### config.mk
export PLATFORM = sky130hd
export DESIGN_NAME = arpc_ref_pair_ctrl
export DESIGN_NICKNAME = d
export VERILOG_FILES = /design/src/design/arpc_edge_sync.v /design/src/design/arpc_ref_pair_ctrl.v
export VERILOG_INCLUDE_DIRS = /design/src /design/src/design
export SDC_FILE = /design/constraint.sdc
export NUM_CORES = 1
export LEC_CHECK = 0
export ABC_AREA = 1
export BUFFER_PORTS_ARGS = -buffer_cell sky130_fd_sc_hd__buf_2
export CAP_MARGIN = 20
export CELL_PAD_IN_SITES_DETAIL_PLACEMENT = 1
export CELL_PAD_IN_SITES_GLOBAL_PLACEMENT = 2
export CORE_ASPECT_RATIO = 1.4
export CORE_MARGIN = 5
export CORE_UTILIZATION = 34
export DETAILED_ROUTE_END_ITERATION = 8
export PLACE_DENSITY = 0.83
export SLEW_MARGIN = 20
export SYNTH_ARGS = -nofsm -noshare
export SYNTH_HDL_FRONTEND = slang
export SYNTH_SLANG_ARGS = --single-unit
### constraint.sdc
create_clock -name ref_clk -period 3.66 [get_ports ref_clk]
set_input_delay 0.366 -clock ref_clk [delete_from_list [all_inputs] [get_ports ref_clk]]
set_output_delay 0.366 -clock ref_clk [all_outputs]
set_load 0.01 [all_outputs]
### src/design/arpc_map.vh
// Constants for the reference and pair-configuration block.
// Assumes inclusion by bare name from design files only.
`ifndef ARPC_MAP_VH
`define ARPC_MAP_VH
// Setup byte: bit 7 low, bit 6 high marks the setup register.
`define ARPC_SETUP_TAG_POS   6
`define ARPC_SETUP_TOP_POS   7
`define ARPC_CLK_MODE_HI_POS 5
`define ARPC_CLK_MODE_LO_POS 4
`define ARPC_REF_SEL_HI_POS  3
`define ARPC_REF_SEL_LO_POS  2
`define ARPC_PAIR_SEL_HI_POS 1
`define ARPC_PAIR_SEL_LO_POS 0
// Reference selections.
`define ARPC_REF_INT_BOTH    2'h0
`define ARPC_REF_EXT_SE      2'h1
`define ARPC_REF_INT_ADC     2'h2
`define ARPC_REF_EXT_DIFF    2'h3
`define ARPC_REF_RESET       2'h2
`define ARPC_CLK_MODE_EXT    2'h3
`define ARPC_CLK_MODE_RESET  2'h2
`define ARPC_PAIR_RESET      8'h00
// Delays in serial clock cycles.
`define ARPC_WAKE_AIN_CYC    9'h0DA
`define ARPC_WAKE_TEMP_CYC   9'h0F4
`define ARPC_TEMP_OUT_CYC    9'h0BC
`endif

### src/design/arpc_edge_sync.v
// Three-stage synchroniser for one pin, with rise and fall pulses.
// Assumes the pin is asynchronous to ref_clk.
`timescale 1ns/10ps
`default_nettype none
module arpc_edge_sync (
    input  wire ref_clk,
    input  wire srst,
    input  wire pin_in,
    output wire level,
    output wire rise,
    output wire fall
);
    reg [2:0] sync_q;

    // The first stage feeds only the second; stages two and three give edges.
    always @(posedge ref_clk) begin
        if (srst) begin
            sync_q <= 3'h0;
        end else begin
            sync_q <= {sync_q[1:0], pin_in};
        end
    end

    assign level = sync_q[2];
    assign rise  = sync_q[1] & ~sync_q[2];
    assign fall  = ~sync_q[1] & sync_q[2];
endmodule // arpc_edge_sync
`default_nettype wire

### src/design/arpc_ref_pair_ctrl.v
// Setup-byte decoder, pair registers and reference wake timing.
// Assumes a host serial link of cs_n, sclk and sdi, slower than ref_clk.
`timescale 1ns/10ps
`default_nettype none
`include "arpc_map.vh"
// Behaviour
// - Externally clocked internal reference: 218-cycle wake.
// - Temperature in clock mode 11 always wakes reference for 244 cycles.
// - Temperature result ready 188 cycles later.
// - External reference means no wake delay for scans.
// - Default reference mode is internal ADC.
// - Pair select 0x: no data byte follows.
// - Pair select 10 loads unipolar register.
// - Pair select 11 loads bipolar register.
// - Unipolar MSB is inputs 0/1, LSB 14/15.
// - Reset clears both pair registers.
// - Delays count serial clock edges.
module arpc_ref_pair_ctrl (
    input  wire       ref_clk,
    input  wire       srst,
    input  wire       cs_n,
    input  wire       sclk,
    input  wire       sdi,
    input  wire       scan_start,
    input  wire       temp_start,
    input  wire       scan_done,
    output reg  [7:0] unipolar_pair_select,
    output reg  [7:0] bipolar_pair_select,
    output reg  [1:0] ref_select,
    output reg  [1:0] clock_mode,
    output reg        int_ref_on,
    output wire       convert_go,
    output wire       temp_result_ready,
    output wire       busy
);
    localparam ST_IDLE     = 2'h0;
    localparam ST_WAKE     = 2'h1;
    localparam ST_TEMP_OUT = 2'h2;

    wire       cs_lvl;
    wire       sclk_rise;
    wire       sdi_lvl;
    reg  [2:0] bit_cnt_q;
    reg  [7:0] shift_q;
    reg        data_phase_q;
    reg        data_to_bip_q;
    reg  [1:0] state_q;
    reg  [8:0] cnt_q;
    reg        is_temp_q;
    reg        go_q;
    reg        temp_rdy_q;
    wire [7:0] byte_now;
    wire       byte_done;
    wire       clk_ext;
    wire       ref_internal;

    // Command decode is reused: setup tag test on a complete byte.
    function is_setup;
        input [7:0] b;
        begin
            is_setup = ~b[`ARPC_SETUP_TOP_POS] & b[`ARPC_SETUP_TAG_POS];
        end
    endfunction

    // Chip select and data are sampled with the same three-stage scheme.
    arpc_edge_sync u_cs (
        .ref_clk (ref_clk),
        .srst    (srst),
        .pin_in  (cs_n),
        .level   (cs_lvl),
        .rise    (),
        .fall    ()
    );
    arpc_edge_sync u_sclk (
        .ref_clk (ref_clk),
        .srst    (srst),
        .pin_in  (sclk),
        .level   (),
        .rise    (sclk_rise),
        .fall    ()
    );
    arpc_edge_sync u_sdi (
        .ref_clk (ref_clk),
        .srst    (srst),
        .pin_in  (sdi),
        .level   (sdi_lvl),
        .rise    (),
        .fall    ()
    );

    assign byte_now  = {shift_q[6:0], sdi_lvl};
    assign byte_done = sclk_rise & ~cs_lvl & (bit_cnt_q == 3'h7);
    assign clk_ext   = (clock_mode == `ARPC_CLK_MODE_EXT);
    assign ref_internal = (ref_select == `ARPC_REF_INT_BOTH) |
                          (ref_select == `ARPC_REF_INT_ADC);

    // Serial shifter: MSB first, bytes framed by chip select.
    always @(posedge ref_clk) begin
        if (srst || cs_lvl) begin
            bit_cnt_q <= 3'h0;
            shift_q   <= 8'h00;
        end else if (sclk_rise) begin
            bit_cnt_q <= bit_cnt_q + 3'h1;
            shift_q   <= byte_now;
        end
    end

    // Setup decode and pair register loads; a dropped frame cancels data.
    always @(posedge ref_clk) begin
        if (srst) begin
            unipolar_pair_select <= `ARPC_PAIR_RESET;
            bipolar_pair_select  <= `ARPC_PAIR_RESET;
            ref_select    <= `ARPC_REF_RESET;
            clock_mode    <= `ARPC_CLK_MODE_RESET;
            data_phase_q  <= 1'b0;
            data_to_bip_q <= 1'b0;
        end else if (cs_lvl) begin
            data_phase_q <= 1'b0;
        end else if (byte_done) begin
            if (data_phase_q) begin
                if (data_to_bip_q) begin
                    bipolar_pair_select <= byte_now;
                end else begin
                    unipolar_pair_select <= byte_now;
                end
                data_phase_q <= 1'b0;
            end else if (is_setup(byte_now)) begin
                clock_mode <= {byte_now[`ARPC_CLK_MODE_HI_POS],
                               byte_now[`ARPC_CLK_MODE_LO_POS]};
                ref_select <= {byte_now[`ARPC_REF_SEL_HI_POS],
                               byte_now[`ARPC_REF_SEL_LO_POS]};
                data_phase_q  <= byte_now[`ARPC_PAIR_SEL_HI_POS];
                data_to_bip_q <= byte_now[`ARPC_PAIR_SEL_LO_POS];
            end
        end
    end

    // Reference sequencer; waits count serial clock rises in clock mode 11.
    always @(posedge ref_clk) begin
        if (srst) begin
            state_q    <= ST_IDLE;
            cnt_q      <= 9'h000;
            is_temp_q  <= 1'b0;
            int_ref_on <= 1'b0;
            go_q       <= 1'b0;
            temp_rdy_q <= 1'b0;
        end else begin
            go_q       <= 1'b0;
            temp_rdy_q <= 1'b0;
            case (state_q)
                ST_IDLE: begin
                    if (temp_start && clk_ext) begin
                        int_ref_on <= 1'b1;
                        is_temp_q  <= 1'b1;
                        cnt_q      <= `ARPC_WAKE_TEMP_CYC;
                        state_q    <= ST_WAKE;
                    end else if (scan_start && clk_ext) begin
                        is_temp_q <= 1'b0;
                        if (ref_internal && !int_ref_on) begin
                            int_ref_on <= 1'b1;
                            cnt_q      <= `ARPC_WAKE_AIN_CYC;
                            state_q    <= ST_WAKE;
                        end else begin
                            go_q <= 1'b1;
                        end
                    end else if (scan_done && clk_ext) begin
                        int_ref_on <= 1'b0;
                    end
                end
                ST_WAKE: begin
                    if (sclk_rise) begin
                        if (cnt_q == 9'h001) begin
                            if (is_temp_q) begin
                                cnt_q   <= `ARPC_TEMP_OUT_CYC;
                                state_q <= ST_TEMP_OUT;
                            end else begin
                                go_q    <= 1'b1;
                                state_q <= ST_IDLE;
                            end
                        end else begin
                            cnt_q <= cnt_q - 9'h001;
                        end
                    end
                end
                ST_TEMP_OUT: begin
                    if (sclk_rise) begin
                        if (cnt_q == 9'h001) begin
                            temp_rdy_q <= 1'b1;
                            state_q    <= ST_IDLE;
                        end else begin
                            cnt_q <= cnt_q - 9'h001;
                        end
                    end
                end
                default: begin
                    state_q <= ST_IDLE;
                end
            endcase
        end
    end

    assign convert_go        = go_q;
    assign temp_result_ready = temp_rdy_q;
    assign busy              = (state_q != ST_IDLE);
endmodule // arpc_ref_pair_ctrl
`default_nettype wire

Word-level counts from Yosys, hierarchy flattened --
Cells that the tools add are included.
Word-level totals: latch bits 0, memories kept 0, bits in registers 56, output and inout bits 24, bits in writable memories 0, input port bits 8, bits in read-only memories 0
Cells by class: reductions and logical operators 21, shift operators 0, add/subtract/negate cells 2, mux-type cells 34, magnitude comparators 0, multipliers 0, eq/ne operators 15, bitwise operators 12, divide/modulo/power cells 0
Operators with widths (count):
- $mux 9 | 8
- $pmux 9 s3 | 1
- $mux 2 | 8
- $mux 1 | 15
- $reduce_and 4->1 | 3
- $ne 2x2->1 const B | 5
- $eq 9x1->1 const B | 1
- $ne 3x3->1 const B | 3
- $sub 9x1->9 const B | 1
- $not 1->1 | 7
- $reduce_and 7->1 | 1
- $eq 2x2->1 const B | 3
- $pmux 2 s3 | 1
- $reduce_and 6->1 | 1
- $reduce_bool 3->1 | 2
- $and 1x1->1 | 4
- $logic_and 1x1->1 | 4
- $logic_not 2->1 | 2
- $reduce_bool 2->1 | 2
- $add 3x1->3 const B | 1
- $eq 3x3->1 const B | 1
- $ne 3x2->1 const B | 1
- $reduce_and 3->1 | 1
- $reduce_or 3->1 | 1
- other kinds (7) | 7

Depth between registers and ports, before layout --
depth after elaboration 7, mapped depth 13, gate-level depth less buffers 12

Modules after synthesis --
A second synthesis with hierarchy kept.
Second synthesis, totals: cells, all modules 351, area total of the unflattened synthesis 2478.6 µm²
By module, submodules not included:
- arpc_ref_pair_ctrl | sequential area each 940.9 µm², cells an instance 315, area each 2197.1 µm², times used 1
- arpc_edge_sync | sequential area each 60.1 µm², cells an instance 12, area each 93.8 µm², times used 3

Worst setup path after synthesis --
No wires, ideal clock.
path kind flip-flop to flip-flop, start reg state_q[1], end reg cnt_q[3], library setup time 128 ps, period minus slack after synthesis 1497 ps, path buffers 1, arrival time 1369 ps, setup slack 2163 ps, stages on the path, launching flop included 14, path through dfxtp_1 inv_1 ha_1 inv_1 nand2_1 nand2_1 nand2_1 inv_2 nand2_1 nor2_2 buf_6 nand2_1 nand2_1 nor2_1
Between the ends: longest elaborated chain between the ends 3
RTL lines:
- from (decl) | RTL line arpc_ref_pair_ctrl.v:47 | reg [1:0] state_q;
- from (signal assigned) | RTL line arpc_ref_pair_ctrl.v:141 | state_q <= ST_IDLE;
- from (signal assigned) | RTL line arpc_ref_pair_ctrl.v:156 | state_q <= ST_WAKE;
- from (signal assigned) | RTL line arpc_ref_pair_ctrl.v:162 | state_q <= ST_WAKE;
- $eq 2x1->1, or another cell as far along | RTL line arpc_ref_pair_ctrl.v:150 | case (state_q)
- $ne 3x3->1 (no source line), or another cell as far along
- $reduce_and 7->1 (no source line)
- to (signal assigned) | RTL line arpc_ref_pair_ctrl.v:155 | cnt_q <= `ARPC_WAKE_TEMP_CYC;
- to (signal assigned) | RTL line arpc_ref_pair_ctrl.v:161 | cnt_q <= `ARPC_WAKE_AIN_CYC;
- to (signal assigned) | RTL line arpc_ref_pair_ctrl.v:174 | cnt_q <= `ARPC_TEMP_OUT_CYC;
- to (decl) | RTL line arpc_ref_pair_ctrl.v:48 | reg [8:0] cnt_q;
Several ways; a longest one is shown, not always the timed one. A chain may end at the register's enable or synchronous reset.

Worst setup path after layout --
start reg u_sclk.sync_q[1], end reg cnt_q[3]
Between the ends: longest elaborated chain between the ends 3
RTL lines:
- from (decl) | RTL line arpc_edge_sync.v:13 | reg [2:0] sync_q;
- from (signal assigned) | RTL line arpc_edge_sync.v:20 | sync_q <= {sync_q[1:0], pin_in};
- $and 1x1->1 (*) | RTL line arpc_edge_sync.v:25 | assign rise = sync_q[1] & ~sync_q[2];
- $ne 2x2->1 (no source line)
- $reduce_and 7->1 (no source line) (*)
Mark *: on every way between the ends. The rest lies on a longest branch, timed or not.

==> metrics.yaml <==
global_route:
  grt_max_degree: 30
  grt.overflow.total: 0
  globalRouteTotalUtil_pct: 14.18
  grt_pass1_wl_um: 10140
  antenna_found_initial: 0
  grt_pass1_vias: 2203
timing:
  finalMaxSlewViolations: 0
  max_slew_margin_pct: 45.90
  fmax_ghz: 0.4875
  final-setup-viol-count: 0
  period_needed_ns: 2.051
  rsz0062_at_grt: "false"
  tightest_slew_ns: 0.8106
  hold_viol_final: 0
  finalCritPeriodShare_pct: 56.04
  fin_ws_ns: 1.609
  holdWs_ns: 0.2565
  finClkSkew_ns: 0.004627
  fin_tns_setup_ns: 0
floorplanning:
  coreArea_um2: 7268
  num_rows: 37
  die_x_um: 82.31
  die_h_um: 111.2
  die-area_um2: 9155
  initial_core_util_pct: 34.24
  io_pins: 32
setup_path:
  reg2reg_from: "u_sclk.sync_q[1]"
  worst_ep_required_time_ns: 3.85
  cp_max_fo: 13
  path_class: "register to register"
  critical_path.startpoint: "u_sclk.sync_q[1]"
  end_kind: "register"
  reg2reg_to: "cnt_q[3]"
  reg2reg_depth: 11
  endpoint: "cnt_q[3]"
  cp_data_arrival_time_ns: 2.24
  ff2ff_setup_slack_ns: 1.61
  start_kind: "register"
cts:
  post_cts_buffers: 0
  ctsHtreeMaxLevel: 2
  clk_latency_ns: 0.30
  cts.sinks: 56
  root_buffer: "clkbuf_8"
  numCtsBuffers: 5
  cts_hold_buf: 0
  cts_tree: "built"
  clock_path_buffers: 2
  cts_resized: 0
  cts.clk_slew.worst_paths_ns: 0.10
yosys:
  synth-seq-cells: 56
  ys_warn_count: 0
  synth_flop_cell: "dfxtp_1"
  synth_area_um2: 2489
  yosys.cell_types.count: 26
  synth_top_cells_by_area: "dfxtp_1 45%, inv_1 9.0%, nand2_1 8.7%"
  syn_nets: 363
  yosys.area.top_type: "dfxtp_1"
  synth_commonest_cells: "60 x inv_1, 58 x nand2_1, 56 x dfxtp_1"
  yosysMostFrequentCell: "inv_1"
  synthCells: 347
  synth_top_cell_area_share_pct: 45.05
  ys_async_sr_fraction_pct: 0
  syn_avg_cell_area_um2: 7.172
  yosysSeqAreaShare_pct: 45.05
  synth_edf_count: 0
placement:
  place_ws_ns: 1.577
  routabilityCongestion: 0.7820
  hpwlAfterDp_um: 4642
  port_buffers: 31
drt:
  post_drt_via_cell_ratio: 4.648
  drt_iter0_markers: 99
  ant_nets: 0
  wl_per_cell_um: 12.87
  remaining_drc_errors: 0
  drt_wl_total_um: 6075
  dr.pass1.iters: 4
  vias: 2194
power_and_ir_drop:
  power_mw: 1.581
  power.leakage_nw: 1.296
  power_density_nw_per_um2: 563.5
  vdd_drop_max_uv: 207.8
min_path:
  hp-class: "input pin to register"
layout:
  antenna_cells: 0
  area_growth_pct: 12.77
  post-route-util_pct: 38.61
  final_nets: 390
  num-fill-cells: 967
  final_layout_size_suffix_gt1_share_pct: 13.60
run_status:
  status: "finished clean"
flow_run:
  cap_violations: 0
-- routing by layer --
metal	vias up	part of all wire (%)	global-route usage, %
met3	7	3.8	3.008
met4	0	1.7	4.545
met2	36	53	25.86
met1	1019	41	15.62
li1	1132	-	-
met5	-	0	0
-- cells by family (layout without fill, tap and decap cells) --
| family | after synthesis | in the layout | synth area share, % |
|---|---|---|---|
| DFF | 56 | 56 | 45.05 |
| and+or+nand+nor | 130 | 130 | 22.27 |
| adders and majority gates | 8 | 8 | 4.022 |
| AOI/OAI and AO/OA | 77 | 77 | 16.14 |
| xor gates and xnor gates | 3 | 3 | 1.056 |
| buffers and inverters | 73 | 101 | 11.46 |
-- through the flow --
step           cell area (um2)  instances
2_1_floorplan             2489        347
5_1_grt                   2806        472
3_3_place_gp              2713        464
6_report                  2806        472
4_1_cts                   2806        472
3_5_place_dp              2713        464
-- power breakdown --
| part | switching (mW) | total (mW) | internal [mW] | leakage, nW |
|---|---|---|---|---|
| Combinational | 0.358 | 0.532 | 0.174 | 0.796 |
| Clock | 0.200 | 0.355 | 0.154 | 0.0445 |
| Sequential | 0.0407 | 0.695 | 0.654 | 0.455 |
| Total | 0.599 | 1.58 | 0.983 | 1.30 |
-- worst min-delay path by stage --
stage                         startpoint        endpoint  slack, ns  cells after the start
after floorplan           u_cs.sync_q[0]  u_cs.sync_q[1]       0.39                      2
after global placement    u_cs.sync_q[0]  u_cs.sync_q[1]       0.39                      2
after detailed placement  u_cs.sync_q[1]  u_cs.sync_q[2]       0.40                      2
after CTS                           cs_n  u_cs.sync_q[0]       0.24                      3
after global routing                cs_n  u_cs.sync_q[0]       0.24                      3
final                               cs_n  u_cs.sync_q[0]       0.26                      3
-- state kept, by name (all words and copies together), names as in the netlist --
| signal | flops |
|---|---|
| bipolar_pair_select | 8 |
| bit_cnt_q | 3 |
| unipolar_pair_select | 8 |
| convert_go | 1 |
| data_phase_q | 1 |
| is_temp_q | 1 |
| clock_mode | 2 |
| u_cs.sync_q | 3 |
| state_q | 2 |
| shift_q | 7 |
| int_ref_on | 1 |
| cnt_q | 9 |
| u_sdi.sync_q | 3 |
| u_sclk.sync_q | 3 |
| data_to_bip_q | 1 |
| temp_result_ready | 1 |
| ref_select | 2 |
-- cell usage in the layout, fill, tap and decap left out --
cell type / n
nand3_2: 3
nand4_1: 1
o21a_1: 1
nor3_1: 3
o211ai_1: 2
a21oi_2: 1
xor2_1: 2
nor2_1: 43
nor2_2: 4
buf_2: 31
clkbuf_8: 6
ha_1: 8
nand2_2: 2
inv_1: 60
a21o_1: 1
nor2_4: 1
clkbuf_1: 1
dfxtp_1: 56
inv_2: 2
a21oi_1: 29
a21boi_0: 1
xnor2_1: 1
nand3_1: 15
o21ai_0: 37
o21ai_1: 5
clkinvlp_4: 1
nand2_1: 58
-- worst max-delay path: stages (launching register included) --
cell and delay (ns):
dfxtp_1 0.32, inv_1 0.05, nor2_2 0.32, inv_1 0.27, nand2_1 0.13, nand2_1 0.07
inv_2 0.06, nand2_1 0.06, nor2_2 0.42, nand2_1 0.12, nand2_1 0.08, nor2_1 0.04
-- final cells by class --
class / instances / area, um2 / share of cell area (%)
repair buffers: 31 / 155.1 / 5.528
flip-flops and latches: 56 / 1121 / 39.95
well taps: 97 / 121.4 / 4.325
clock inverters: 1 / 7.507 / 0.2675
inverters: 62 / 232.7 / 8.292
clock buffers: 7 / 86.33 / 3.076
multi-input cells: 218 / 1082 / 38.56
(Power assumes the default switching activity.)
